`config.mk`:
```
export PLATFORM = sky130hd
export DESIGN_NAME = slbc_top
export DESIGN_NICKNAME = d
export VERILOG_FILES = /design/src/common/slbc_pkg.sv /design/src/core/slbc_sync.sv /design/src/core/slbc_top.sv
export SDC_FILE = /design/constraint.sdc
export NUM_CORES = 1
export LEC_CHECK = 0
export BUFFER_PORTS_ARGS = -buffer_cell sky130_fd_sc_hd__clkbuf_2
export CORE_ASPECT_RATIO = 0.75
export CORE_MARGIN = 2
export CORE_UTILIZATION = 40
export DETAILED_ROUTE_END_ITERATION = 10
export HOLD_SLACK_MARGIN = 0.05
export PLACE_DENSITY = 0.78
export SYNTH_ARGS = -nofsm -noshare
export SYNTH_HDL_FRONTEND = slang
export SYNTH_SLANG_ARGS = --single-unit
```
`constraint.sdc`:
```
create_clock -name clk -period 2.15 [get_ports clk]
set_input_delay 0.1075 -clock clk [delete_from_list [all_inputs] [get_ports clk]]
set_output_delay 0.1075 -clock clk [all_outputs]
set_load 0.02 [all_outputs]
```
`src/common/slbc_pkg.sv`:
```
// Constants and types for the strap latch and boot configuration block.
// Assumes a 100 MHz clk; times are given in microseconds.
package slbc_pkg;

  localparam int unsigned CLK_MHZ       = 100;
  // Power-up pin low time that counts as a chip reset, in microseconds
  localparam int unsigned PU_RESET_US   = 50;
  localparam int unsigned PU_RESET_CYC  = PU_RESET_US * CLK_MHZ;
  // Rail settle time before the power-up pin rises, in microseconds
  localparam int unsigned SETTLE_US     = 50;
  localparam int unsigned SETTLE_CYC    = SETTLE_US * CLK_MHZ;
  // Cycles the straps are sampled after power-up rises (hold window)
  localparam int unsigned HOLD_CYC      = 4;

  // Register map of the plain port
  localparam logic [3:0] OFF_STATUS     = 4'h0;
  localparam logic [3:0] OFF_LATCH      = 4'h4;
  localparam logic [3:0] OFF_PRINT_CTL  = 4'h8;
  localparam logic [3:0] OFF_FUSE       = 4'hC;

  // Field positions
  localparam int unsigned F_STRAP_A     = 0;
  localparam int unsigned F_PRINT       = 1;
  localparam int unsigned F_VOLT        = 2;
  localparam int unsigned F_DBG         = 3;
  localparam int unsigned F_UART_DIS    = 0;
  localparam int unsigned F_USB_DIS     = 1;

  // Pull defaults loaded into the strap latches at reset, and the print control reset value
  localparam logic STRAP_A_PULL         = 1'b1;
  localparam logic VOLT_PULL            = 1'b0;
  localparam logic PRINT_PULL           = 1'b0;
  localparam logic [1:0] PRINT_CTL_RST  = 2'h0;

  typedef enum logic [1:0] {
    SLBC_BOOT_SPI,
    SLBC_BOOT_DOWNLOAD,
    SLBC_BOOT_INVALID
  } slbc_boot_t;

  typedef enum logic {
    SLBC_VOLT_3V3,
    SLBC_VOLT_1V8
  } slbc_volt_t;

  typedef enum logic [1:0] {
    SLBC_DBG_USB,
    SLBC_DBG_PAD,
    SLBC_DBG_OFF
  } slbc_dbg_t;

endpackage

```
`src/core/slbc_sync.sv`:
```
// Two-stage synchroniser for a bundle of pin levels.
// Assumes the inputs change asynchronously to clk.
`timescale 1ns/1ps
`default_nettype none
module slbc_sync #(
  parameter int unsigned W = 1
) (
  input  wire logic         clk,
  input  wire logic         rst,
  input  wire logic         ce,
  input  wire logic [W-1:0] d,
  output logic      [W-1:0] q
);
  logic [W-1:0] meta_q;

  always_ff @(posedge clk) begin
    if (rst) begin
      meta_q <= '0;
      q      <= '0;
    end else if (ce) begin
      meta_q <= d;
      q      <= meta_q;
    end
  end
endmodule
`default_nettype wire

```
`src/core/slbc_top.sv`:
```
// Strap latch and boot configuration decoder with a plain register port.
// Assumes strap and power-up pins are asynchronous; fuses are static.
//
// The strobed register port and the address map were left to the implementer.
`timescale 1ns/1ps
`default_nettype none

module slbc_top
  import slbc_pkg::*;
#(
  parameter int unsigned PU_CYC = PU_RESET_CYC
) (
  input  wire logic        clk,
  input  wire logic        rst,
  input  wire logic        ce,
  input  wire logic        power_up_pin,
  input  wire logic        boot_strap_a_i,
  input  wire logic        boot_print_strap_i,
  input  wire logic        flash_volt_strap_i,
  input  wire logic        debug_src_strap_i,
  input  wire logic        flash_volt_force_fuse,
  input  wire logic        flash_volt_level_fuse,
  input  wire logic        pad_debug_disable_fuse,
  input  wire logic        usb_debug_disable_fuse,
  input  wire logic        debug_strap_enable_fuse,
  input  wire logic        uart_print_disable_fuse,
  input  wire logic        usb_print_disable_fuse,
  input  wire logic [3:0]  reg_addr,
  input  wire logic [31:0] reg_wdata,
  input  wire logic        reg_wr,
  input  wire logic        reg_rd,
  output logic      [31:0] reg_rdata,
  output logic             chip_en_q,
  output logic             straps_released_q,
  output logic             pull_up_en_n_q,
  output logic             pull_down_en_n_q,
  output slbc_boot_t       boot_mode_q,
  output slbc_volt_t       flash_volt_q,
  output logic             print_uart_en_q,
  output logic             print_usb_en_q,
  output slbc_dbg_t        debug_src_q
);

  localparam int unsigned CW = $clog2(PU_CYC + 1);

  typedef enum logic [1:0] {
    SLBC_OFF,
    SLBC_SAMPLE,
    SLBC_RUN
  } slbc_state_t;

  logic [4:0]     pins_s;
  logic           pu_s;
  logic [CW-1:0]  low_cnt_q;
  logic [2:0]     hold_q;
  slbc_state_t    st_q;
  logic [3:0]     latch_q;
  logic [1:0]     print_ctl_q;
  logic           pu_low_long;

  function automatic slbc_boot_t boot_dec(input logic a, input logic p);
    if (a)
      boot_dec = SLBC_BOOT_SPI;
    else if (!p)
      boot_dec = SLBC_BOOT_DOWNLOAD;
    else
      boot_dec = SLBC_BOOT_INVALID;
  endfunction

  function automatic slbc_volt_t volt_dec(input logic force_f,
                                          input logic lvl_f,
                                          input logic strap);
    if (!force_f)
      volt_dec = strap ? SLBC_VOLT_1V8 : SLBC_VOLT_3V3;
    else
      volt_dec = lvl_f ? SLBC_VOLT_3V3 : SLBC_VOLT_1V8;
  endfunction

  function automatic slbc_dbg_t dbg_dec(input logic pad_dis,
                                        input logic usb_dis,
                                        input logic sel_en,
                                        input logic strap);
    case ({pad_dis, usb_dis})
      2'b00:   dbg_dec = (sel_en && !strap) ? SLBC_DBG_PAD
                                            : SLBC_DBG_USB;
      2'b01:   dbg_dec = SLBC_DBG_PAD;
      2'b10:   dbg_dec = SLBC_DBG_USB;
      default: dbg_dec = SLBC_DBG_OFF;
    endcase
  endfunction

  // Pins pass two flops before use
  slbc_sync #(.W(5)) u_sync (
    .clk (clk),
    .rst (rst),
    .ce  (ce),
    .d   ({power_up_pin, debug_src_strap_i, flash_volt_strap_i,
           boot_print_strap_i, boot_strap_a_i}),
    .q   (pins_s)
  );

  assign pu_s        = pins_s[4];
  assign pu_low_long = (low_cnt_q >= CW'(PU_CYC));

  // Low time of the power-up pin
  always_ff @(posedge clk) begin
    if (rst) begin
      low_cnt_q <= '0;
    end else if (ce) begin
      if (pu_s)
        low_cnt_q <= '0;
      else if (!pu_low_long)
        low_cnt_q <= low_cnt_q + CW'(1);
    end
  end

  // Power and sampling sequence
  always_ff @(posedge clk) begin
    if (rst) begin
      st_q   <= SLBC_OFF;
      hold_q <= '0;
    end else if (ce) begin
      case (st_q)
        SLBC_OFF: begin
          hold_q <= '0;
          if (pu_s)
            st_q <= SLBC_SAMPLE;
        end
        SLBC_SAMPLE: begin
          hold_q <= hold_q + 3'h1;
          if (!pu_s)
            st_q <= SLBC_OFF;
          else if (hold_q == 3'(HOLD_CYC - 1))
            st_q <= SLBC_RUN;
        end
        SLBC_RUN: begin
          if (pu_low_long)
            st_q <= SLBC_OFF;
        end
        default: st_q <= SLBC_OFF;
      endcase
    end
  end

  // Strap latches, written only while sampling
  always_ff @(posedge clk) begin
    if (rst) begin
      latch_q <= {1'b0, VOLT_PULL, PRINT_PULL, STRAP_A_PULL};
    end else if (ce && st_q == SLBC_SAMPLE) begin
      latch_q <= pins_s[3:0];
    end
  end

  // Pad control: pulls on until the straps are released
  always_ff @(posedge clk) begin
    if (rst) begin
      chip_en_q         <= 1'b0;
      straps_released_q <= 1'b0;
      pull_up_en_n_q    <= 1'b0;
      pull_down_en_n_q  <= 1'b0;
    end else if (ce) begin
      chip_en_q         <= (st_q != SLBC_OFF);
      straps_released_q <= (st_q == SLBC_RUN);
      pull_up_en_n_q    <= (st_q == SLBC_RUN);
      pull_down_en_n_q  <= (st_q == SLBC_RUN);
    end
  end

  // Decoded selections; one edge into RUN sees the last latch write
  always_ff @(posedge clk) begin
    if (rst) begin
      boot_mode_q  <= SLBC_BOOT_SPI;
      flash_volt_q <= SLBC_VOLT_3V3;
      debug_src_q  <= SLBC_DBG_USB;
    end else if (ce && !straps_released_q) begin
      boot_mode_q  <= boot_dec(latch_q[F_STRAP_A],
                               latch_q[F_PRINT]);
      flash_volt_q <= volt_dec(flash_volt_force_fuse,
                               flash_volt_level_fuse,
                               latch_q[F_VOLT]);
      debug_src_q  <= dbg_dec(pad_debug_disable_fuse,
                              usb_debug_disable_fuse,
                              debug_strap_enable_fuse,
                              latch_q[F_DBG]);
    end
  end

  // Message routing control register
  always_ff @(posedge clk) begin
    if (rst) begin
      print_ctl_q <= PRINT_CTL_RST;
    end else if (ce && reg_wr && reg_addr == OFF_PRINT_CTL) begin
      print_ctl_q <= reg_wdata[1:0];
    end
  end

  always_ff @(posedge clk) begin
    if (rst) begin
      print_uart_en_q <= 1'b0;
      print_usb_en_q  <= 1'b0;
    end else if (ce) begin
      print_uart_en_q <= !print_ctl_q[F_UART_DIS] &&
                         !uart_print_disable_fuse;
      print_usb_en_q  <= !print_ctl_q[F_USB_DIS] &&
                         !usb_print_disable_fuse;
    end
  end

  // Read port, data one cycle after the strobe
  always_ff @(posedge clk) begin
    if (rst) begin
      reg_rdata <= '0;
    end else if (ce) begin
      reg_rdata <= '0;
      if (reg_rd) begin
        case (reg_addr)
          OFF_STATUS: reg_rdata <= {25'h0, debug_src_q, flash_volt_q,
                                    boot_mode_q, straps_released_q,
                                    chip_en_q};
          OFF_LATCH:     reg_rdata <= {28'h0, latch_q};
          OFF_PRINT_CTL: reg_rdata <= {30'h0, print_ctl_q};
          OFF_FUSE:      reg_rdata <= {27'h0, debug_strap_enable_fuse,
                                       usb_debug_disable_fuse,
                                       pad_debug_disable_fuse,
                                       flash_volt_level_fuse,
                                       flash_volt_force_fuse};
          default:       reg_rdata <= '0;
        endcase
      end
    end
  end

endmodule
`default_nettype wire

```
# Word level (Yosys, flattened, before mapping)
# Index checks and enable logic that the tools add are counted.
[op_classes]
n_lt_le_gt_ge = 1
addsub = 2
n_div = 0
eq_ne = 12
multipliers = 0
n_shift = 0
muxes = 17
n_reduce_logical = 21
bitwise_logic = 0
[ops]
columns = ["op", "count"]
rows = [
  ["one-hot mux 7 bit (4 select lines)", 1],
  ["two-way mux 13 bit", 2],
  ["adder 13 x 1 -> 13 bit, second input constant", 1],
  [">= comparator 13 bit, second input constant", 1],
  ["two-way mux 2 bit", 6],
  ["one-hot mux 2 bit (3 select lines)", 2],
  ["== test 4 bit, second input constant", 2],
  ["logical AND 1 bit", 7],
  ["two-way mux 7 bit", 1],
  ["zero test 1 bit", 6],
  ["one-hot mux 3 bit (2 select lines)", 1],
  ["== test 2 x 1 -> 1 bit, second input constant", 2],
  ["== test 2 bit, second input constant", 2],
  ["== test 4 x 3 -> 1 bit, second input constant", 1],
  ["zero test 2 bit", 2],
  ["zero test 4 bit", 1],
  ["two-way mux 1 bit", 4],
  ["inequality test 2 x 1 -> 1 bit, second input constant", 2],
  ["AND reduction 2 bit", 2],
  ["AND reduction 4 bit", 1],
  ["nonzero test 2 bit", 2],
  ["adder 3 x 1 -> 3 bit, second input constant", 1],
  ["== test 3 x 2 -> 1 bit, second input constant", 1],
  ["inequality test 3 bit, second input constant", 1],
  ["inequality test 2 bit, second input constant", 1],
]
[totals]
latch_bits = 0
mem_count = 0
mem_bits_ro = 0
inputBits = 53
out_inout_bits = 43
word_cells = 68
register_bits = 75
ram_bits = 0

# Longest topological paths before layout
# Gate-level depths: netlist of the first run.
[depth]
depth_word = 4
depth_mapped = 6
mapped_depth_nobuf = 6

# By module
# Synthesis of the first run repeated with hierarchy kept, for this count alone.
[unflattened]
cells_unflattened = 291
area_unflattened_um2 = 2518.7
[by_module_without_submodules]
columns = ["mod", "seq_area_each_um2", "area_per_inst_um2", "cells_each", "n_inst"]
rows = [
  ["slbc_top", 800.8, 2165.8, 259, 1],
  ["slbc_sync", 200.2, 352.8, 32, 1],
]

# Worst setup path before layout of the first run
# No wires, ideal clock.
[synth_path]
kind = "reg-to-reg"
from = "register low_cnt_q[4]"
to = "register low_cnt_q[10]"
n_path_buf = 0
t_arrival_ps = 1730
stages_incl_launch_ff = 5
path_slack_ps = 346
required_time_ps = 2076
setup_ps = 74
period_less_slack_ps = 1804
cell_sequence = "dfxtp_1 or4_4 o31a_1 or4_1 a31oi_1"
[synth_between]
elab_chain_cells = 3
elab_cells_between_ends = 6
cone_classes = "1 x add/sub; 1 x order compare; 1 x eq/ne; 2 x mux; 1 x reduce/logical"
[synth_rtl]
columns = ["element", "line_no", "text"]
rows = [
  ["start: declaration", "slbc_top.sv:54", "logic [CW-1:0] low_cnt_q;"],
  ["start signal: assignment", "slbc_top.sv:113", "low_cnt_q <= low_cnt_q + CW'(1);"],
  ["adder 13 x 1 -> 13 bit / >= comparator 13 bit (equally long branches)", "slbc_top.sv:113, slbc_top.sv:103", ""],
  ["two-way mux 13 bit / inequality test 2 x 1 -> 1 bit (equally long branches)", "--", ""],
  ["two-way mux 13 bit / AND reduction 2 bit (equally long branches)", "--", ""],
]
# Several ways; a longest one is shown, not always the timed one. The select of a mux whose other input is x is not followed.
# A chain may end at the register's enable or synchronous reset.

# Worst setup path after layout of the first run
[layout_path]
from = "register low_cnt_q[4]"
to = "register low_cnt_q[5]"
# The elaborated chain is that of the path after synthesis.

==> impl_metrics.csv, run 1 <==
group,metric,value,unit
sta,max_slew_margin,63.5,%
sta,tightest_slew,540,ps
critical_path,cp-endpoint,"low_cnt_q[5]",
cts,cts_root_buffer,"sky130_fd_sc_hd__clkbuf_8",
grt,groute.usage.overall,15.0,%
sta,slew_violations,0,
synthesis,synth_top_area_cell,"sky130_fd_sc_hd__dfxtp_1",
layout,finish.net_count,390,
detailed_routing,routedWlPerCell,12.8,um
critical_path,timing.rr.start,"low_cnt_q[4]",
detailed_routing,post-route-drc-count,0,
die,design.portCount,96,
cts,clk_transition_reported_paths,100,ps
critical_path,timing.critical_path.from_type,"register",
sta,finalClockSkew,6.03,ps
layout,multi_input_comb_area,0.00136,sq mm
critical_path,critical_path.cell_chain,"or4_4, a21boi_0, o21a_1, a311oi_1",
critical_path,worst_setup_path_end_kind,"register",
critical_path,timing.reg2reg.setup_slack,140,ps
layout,fillerInstances,604,
critical_path,required,2330,ps
cts,ctsLongestPathBuffers,2,
critical_path,path_max_fanout,10,
die,fp.dieArea,0.00712,sq mm
synthesis,synthTopCellsByArea,"sky130_fd_sc_hd__dfxtp_1, sky130_fd_sc_hd__buf_4, sky130_fd_sc_hd__mux2i_1",
synthesis,synth_seq_area_share,38.7,%
sta,unrepaired_setup_endpoints_after_global_routing,"false",
synthesis,area_share_of_the_largest_cell_type_after_synthesis,38.7,%
cts,cts-buffers-inserted,5,
layout,sequential_cell_area,0.00100,sq mm
sta,post-route-period-util,93.4,%
power_and_ir_drop,vdd_drop_max,0.000350,V
cts,cts_setup_buffers,0,
critical_path,reg2reg_depth,4,
sta,final_period_minus_worst_setup_slack,2010,ps
die,die-height,73.6,um
detailed_routing,detailedRoute.firstPassIterationCount,4,
critical_path,critical_path_class,"register to register",
grt,grt_pass1_wl,8800,um
placement,place.gp.congestion,0.852,
placement,dp_hpwl,3730,um
placement,placement.io_buffers,40,
layout,antenna_cells_inserted,0,
synthesis,synthTopCellsByCount,"sky130_fd_sc_hd__dfxtp_1, sky130_fd_sc_hd__nor2_1, sky130_fd_sc_hd__buf_4",
cts,worst_skew_pair.late_latency,310,ps
die,core_region_area,0.00629,sq mm
synthesis,syn-instance-count,297,
detailed_routing,drt_iter0_markers,86,
critical_path,cp.buffers_inverters,0,
sta,finalHoldViolCount,0,
critical_path,cp_data_arrival_time,2190,ps
job,cap_violations,0,
synthesis,synthArstFlopShare,0,%
critical_path,r2r_end,"low_cnt_q[5]",
sta,setup_viol_count_final,0,
min_path,startpoint_of_the_most_critical_hold_path,"boot_print_strap_i",
synthesis,avgSynthCellArea,8.70,sq um
critical_path,worstSetupStartpoint,"low_cnt_q[4]",
cts,clock_tree_from_tritoncts,"done",
power_and_ir_drop,power.leakage,1.20,nW
detailed_routing,drt-total-wl,5310,um
die,start_util,41.1,%
sta,min_setup_slack_post_route,141,ps
sta,tns,0,ps
min_path,hold_class,"primary input to register",
die,num_rows,25,
grt,initial_antenna_violation_count,0,
sta,clock.fmax,498,MHz
synthesis,yosysUniqueCellTypes,49,
critical_path,critical_path.max_stage_delay,590,ps
detailed_routing,vias_per_cell,5.18,
critical_path,timing.critical_path.depth,4,
synthesis,synth.most_common_cell,"sky130_fd_sc_hd__dfxtp_1",
die,die_width,96.8,um
synthesis,post_synth_instance_area,0.00258,sq mm
detailed_routing,drtAntennaViolNets,0,
cts,cts.htree.levels,2,
cts,clock-sinks,50,
cts,cts_repair_resize_count,0,
detailed_routing,via_count,2150,
synthesis,yosysWarningCount,0,
layout,drive_gt1_share,18.9,%
placement,place_worst_setup_slack,165,ps
grt,gr-total-overflow,0,
grt,largest_net_degree_at_the_start_of_global_routing,38,
synthesis,postSynth.topFlopCell,"sky130_fd_sc_hd__dfxtp_1",
grt,first_global_vias,1916,
critical_path,cpLargestDelayFamily,"compound AO/OA/AOI/OAI gates",
power_and_ir_drop,power.density,618,mW/mm^2
run_status,run_status,"finished clean",
synthesis,ys_ff_latch,50,
synthesis,synth_enable_flop_cells,0,
critical_path,critPathSlowestCell,"sky130_fd_sc_hd__or4_4",
layout,areaGrowthSynthToFinish,11.8,%
cts,post_cts_hold_buffer_count,6,
## metal layers
layer,track usage (%),part of all wire [%],vias up
li1,-,-,1065
met3,4.09,5.6,5
met1,21.1,49,1023
met2,23.2,45,57
met4,3.29,0.73,0
met5,0,0,-
## worst register-to-register path: cells and delay by family, from the launching register on
kind             cells  cell delay, ps
AO/OA/AOI/OAI        3             920
flip-flops           1             370
AND/OR/NAND/NOR      1             590
## how the worst min path moves through the flow
stage	endpoint	depth (start not counted)	slack, ps
2_1_floorplan	u_sync.meta_q[0]	2	250
5_1_grt	u_sync.meta_q[1]	3	60
3_5_place_dp	u_sync.meta_q[3]	3	350
4_1_cts	u_sync.meta_q[1]	3	60
6_report	u_sync.meta_q[1]	3	50
3_3_place_gp	u_sync.meta_q[0]	3	340
## area by class of cell
class	count	area share (%)
Clock buffer	6	2.86
Clock inverter	2	0.563
Inverter	6	0.780
Multi-Input combinational cell	219	46.9
Sequential cell	50	34.6
Tap cell	81	3.51
Timing Repair Buffer	51	10.7
## metrics by stage
stage | hold WS [ps] | std cells | cell area, sq um | util [%] | total power, mW
2_1_floorplan | 255 | 321 | 2670 | - | 1.18
3_3_place_gp | 345 | 401 | 2730 | 43.4 | 1.19
3_5_place_dp | 350 | 401 | 2730 | 43.4 | 1.20
4_1_cts | 55.9 | 415 | 2890 | 46.0 | 1.79
5_1_grt | 63.2 | 415 | 2890 | 46.0 | 1.85
6_report | 53.7 | 415 | 2890 | 46.0 | 1.79
## state kept, by name (all words and copies together) (netlist names), 2 cells and up
| signal | count |
|---|---|
| latch_q | 4 |
| hold_q | 3 |
| reg_rdata | 7 |
| print_ctl_q | 2 |
| debug_src_q | 2 |
| st_q | 2 |
| boot_mode_q | 2 |
| u_sync.q | 5 |
| u_sync.meta_q | 5 |
| low_cnt_q | 13 |
## kinds of logic (layout without fill, tap and decap cells)
| group | Yosys count | after routing | share of synthesized area [%] |
|---|---|---|---|
| fa+ha+maj | 4 | 4 | 1.94 |
| mux | 20 | 20 | 8.76 |
| compound gates | 66 | 66 | 16.8 |
| simple gates | 104 | 104 | 21.4 |
| other cells | 1 | 25 | 0.145 |
| flops | 50 | 50 | 38.7 |
| buf+inv | 52 | 65 | 12.3 |
## cells in the final DEF, fill, tap and decap left out, types with 4 or more instances in the layout
| cell | netlist | routed |
|---|---|---|
| sky130_fd_sc_hd__clkbuf_8 | 2 | 6 |
| sky130_fd_sc_hd__a311oi_1 | 4 | 4 |
| sky130_fd_sc_hd__nor3b_1 | 5 | 5 |
| sky130_fd_sc_hd__a21oi_1 | 24 | 24 |
| sky130_fd_sc_hd__o21ai_0 | 8 | 8 |
| sky130_fd_sc_hd__nor2b_1 | 9 | 9 |
| sky130_fd_sc_hd__nand2b_1 | 5 | 5 |
| sky130_fd_sc_hd__a31oi_1 | 6 | 6 |
| sky130_fd_sc_hd__conb_1 | 1 | 25 |
| sky130_fd_sc_hd__and3_2 | 4 | 4 |
| sky130_fd_sc_hd__dlygate4sd3_1 | 0 | 6 |
| sky130_fd_sc_hd__nand2_1 | 17 | 17 |
| sky130_fd_sc_hd__dfxtp_1 | 50 | 50 |
| sky130_fd_sc_hd__a211oi_1 | 5 | 5 |
| sky130_fd_sc_hd__mux2i_1 | 17 | 17 |
| sky130_fd_sc_hd__o21a_1 | 5 | 5 |
| sky130_fd_sc_hd__inv_1 | 6 | 6 |
| sky130_fd_sc_hd__clkbuf_2 | 0 | 40 |
| sky130_fd_sc_hd__ha_1 | 4 | 4 |
| sky130_fd_sc_hd__nand3_1 | 8 | 8 |
| sky130_fd_sc_hd__nor2_1 | 35 | 35 |
| sky130_fd_sc_hd__buf_4 | 27 | 4 |
## power breakdown
group	internal, mW	leakage, nW	switching (mW)	total [mW]
sequential	0.948	0.406	0.0208	0.969
combinational	0.0765	0.745	0.139	0.215
clock	0.266	0.0478	0.336	0.602
No activity file was read; power rests on OpenSTA's default activity.
==> run 2, diff against run 1 <==
- CORE_UTILIZATION: 40 -> 49
- PLACE_DENSITY: 0.78 -> 0.91
- SLEW_MARGIN: unset -> 20
- SYNTH_HIERARCHICAL: unset -> 1
==> run 2 against run 1 <==
Setup slack improved by 210 ps. Critical endpoint is now low_cnt_q[9]. Synthesized area decreased by 2.5%. Worst hold slack improved by 57 ps. First-iteration DRC count increased by 130%. Via count increased by 2.6%. Clock skew increased by 4.0 ps. Final cell count decreased by 5.5%.
==> impl_metrics.csv, run 2 <==
group,metric,value,unit
run_status,run_status,"finished clean",
synthesis,postSynth.topFlopCell,"sky130_fd_sc_hd__dfxtp_1",
cts,cts-buffers-inserted,5,
critical_path,critical_path_class,"register to register",
critical_path,timing.reg2reg.setup_slack,350,ps
power_and_ir_drop,cell_internal_pwr,1.37,mW
detailed_routing,drt_iter0_markers,202,
synthesis,synthTopCellsByCount,"sky130_fd_sc_hd__dfxtp_1, sky130_fd_sc_hd__nor2_1, sky130_fd_sc_hd__a21oi_1, sky130_fd_sc_hd__buf_4, sky130_fd_sc_hd__nand2_1",
layout,areaGrowthSynthToFinish,11.9,%
sta,tightest_slew,758,ps
grt,grt_pass1_wl,8770,um
synthesis,post_synth_instance_area,0.00252,sq mm
synthesis,yosysWarningCount,6,
critical_path,worst_setup_path_end_kind,"register",
synthesis,synth_top_area_cell,"sky130_fd_sc_hd__dfxtp_1",
layout,max_flop_register,"low_cnt_q",
layout,mostFrequentLayoutCell,"sky130_fd_sc_hd__dfxtp_1",
synthesis,synthArstFlopShare,0,%
layout,antenna_cells_inserted,0,
synthesis,yosysUniqueCellTypes,49,
placement,dp_hpwl,3740,um
critical_path,required,2360,ps
layout,top_regs,"low_cnt_q: 13 flops, reg_rdata: 7 flops",
critical_path,critical_path.max_stage_delay,460,ps
placement,place.gp.congestion,0.849,
power_and_ir_drop,power.leakage,1.15,nW
detailed_routing,via_count,2206,
critical_path,reg2reg_depth,4,
sta,slew_violations,0,
sta,post-route-period-util,83.5,%
power_and_ir_drop,combinationalPowerShare,10.7,%
synthesis,syn-instance-count,291,
grt,gr-total-overflow,0,
cts,clock-sinks,50,
detailed_routing,detailedRoute.firstPassIterationCount,5,
layout,largest_register_ffs,13,
critical_path,cp_data_arrival_time,2010,ps
die,design.portCount,96,
placement,place_worst_setup_slack,439,ps
detailed_routing,drtAntennaViolNets,0,
detailed_routing,vias_per_cell,5.63,
layout,finish.net_count,388,
synthesis,avgSynthCellArea,8.66,sq um
min_path,startpoint_of_the_most_critical_hold_path,"uart_print_disable_fuse",
grt,initial_antenna_violation_count,0,
synthesis,ys_ff_latch,50,
min_path,hold_class,"primary input to register",
job,cap_violations,0,
die,die_width,86.8,um
cts,clock_tree_from_tritoncts,"done",
die,num_rows,22,
sta,finalHoldViolCount,0,
sta,min_setup_slack_post_route,355,ps
synthesis,synth_enable_flop_cells,0,
grt,groute.usage.overall,19.1,%
power_and_ir_drop,share_seq_of_total_power,52.0,%
die,die-height,66.1,um
grt,first_global_vias,1908,
die,start_util,51.1,%
cts,worst_skew_pair.late_latency,310,ps
sta,setup_viol_count_final,0,
critical_path,cp-endpoint,"low_cnt_q[9]",
detailed_routing,routedWlPerCell,13.6,um
synthesis,synthTopCellsByArea,"sky130_fd_sc_hd__dfxtp_1, sky130_fd_sc_hd__buf_4, sky130_fd_sc_hd__mux2i_1",
critical_path,path_max_fanout,9,
power_and_ir_drop,clkPwrFrac,37.3,%
layout,final_cell_mix,"sky130_fd_sc_hd__dfxtp_1, sky130_fd_sc_hd__clkbuf_2, sky130_fd_sc_hd__nor2_1",
layout,drive_gt1_share,18.4,%
layout,final_core_util,57.2,%
sta,finalClockSkew,9.99,ps
power_and_ir_drop,vdd_drop_max,0.000438,V
cts,clk_transition_reported_paths,100,ps
die,fp.dieArea,0.00574,sq mm
grt,largest_net_degree_at_the_start_of_global_routing,39,
detailed_routing,drt-total-wl,5350,um
synthesis,area_share_of_the_largest_cell_type_after_synthesis,39.7,%
critical_path,critical_path.cell_chain,"nor4_4, o311a_1, a41oi_1, a311oi_1",
cts,cts.htree.levels,2,
power_and_ir_drop,swShare,26.2,%
synthesis,synth_seq_area_share,39.7,%
sta,unrepaired_setup_endpoints_after_global_routing,"false",
sta,tns,0,ps
sta,max_slew_margin,49.4,%
cts,cts_root_buffer,"sky130_fd_sc_hd__clkbuf_8",
critical_path,r2r_end,"low_cnt_q[9]",
critical_path,worstSetupStartpoint,"low_cnt_q[3]",
critical_path,timing.critical_path.from_type,"register",
detailed_routing,post-route-drc-count,0,
critical_path,timing.rr.start,"low_cnt_q[3]",
sta,final_period_minus_worst_setup_slack,1800,ps
power_and_ir_drop,power.density,658,mW/mm^2
cts,ctsLongestPathBuffers,2,
sta,clock.fmax,557,MHz
synthesis,synth.most_common_cell,"sky130_fd_sc_hd__dfxtp_1",
critical_path,critPathSlowestCell,"sky130_fd_sc_hd__o311a_1",
die,core_region_area,0.00493,sq mm
placement,placement.io_buffers,40,
power_and_ir_drop,power_switching,0.487,mW
[run 2: cells by family (layout without fill, tap and decap cells)]
family | Yosys count | after routing | share of synthesized area [%]
AOI/OAI and AO/OA | 71 | 71 | 18.7
adders and majority gates | 4 | 4 | 1.99
buffers and inverters | 51 | 68 | 12.6
DFF | 50 | 50 | 39.7
muxes | 16 | 16 | 7.35
other | 1 | 25 | 0.149
and+or+nand+nor | 98 | 98 | 19.5
[run 2: worst min-delay path by stage]
stage / endpoint / cells after the start
2_1_floorplan: u_sync/meta_q[0] / 2
3_3_place_gp: u_sync/meta_q[0] / 3
3_5_place_dp: u_sync/meta_q[0] / 3
4_1_cts: debug_src_q[0] / 3
5_1_grt: debug_src_q[0] / 3
6_report: print_uart_en_q / 4
[run 2: area by class of cell]
cell class / instances / area [sq um]
fillers: 420 / 2110
multi-input cells: 214 / 1290
clock buffers: 5 / 68.8
clock inverters: 3 / 48.8
inverters: 9 / 33.8
well taps: 60 / 75.1
flip-flops and latches: 50 / 1000
repair buffers: 51 / 300
[run 2: worst max-delay path, delay by kind of cell, from the launching register on]
kind            cells  cell delay (ps)
simple gates        1              380
compound gates      3              920
flops               1              390
[run 2: layer usage]
metal	global-route usage (%)	wire length (um)	up-vias
met4	6.84	69	0
met1	27.4	2440	1022
li1	-	-	1068
met3	3.50	426	7
met5	0	0	-
met2	28.7	2420	109
[run 2: stage by stage]
stage | std cells | power (mW) | hold slack [ps] | area [sq um]
floorplan | 315 | 1.16 | 255 | 2610
global placement | 377 | 1.17 | 342 | 2630
detailed placement | 377 | 1.17 | 354 | 2630
CTS | 392 | 1.86 | 103 | 2820
global route | 392 | 1.92 | 112 | 2820
finish | 392 | 1.86 | 110 | 2820
[run 2: what timing repair did]
action	CTS	global route
endpoints found under the hold margin	7	0
buffers inserted	0	0
resized for setup	0	0
hold buffers	7	0
[run 2: power by group through the flow]
stage,registers [mW],clock network (mW),logic [mW]
after detailed placement,0.985,0,0.186
after global placement,0.984,0,0.182
final,0.965,0.692,0.199
after floorplan,0.986,0,0.170
after CTS,0.964,0.696,0.196
after global routing,0.968,0.734,0.217
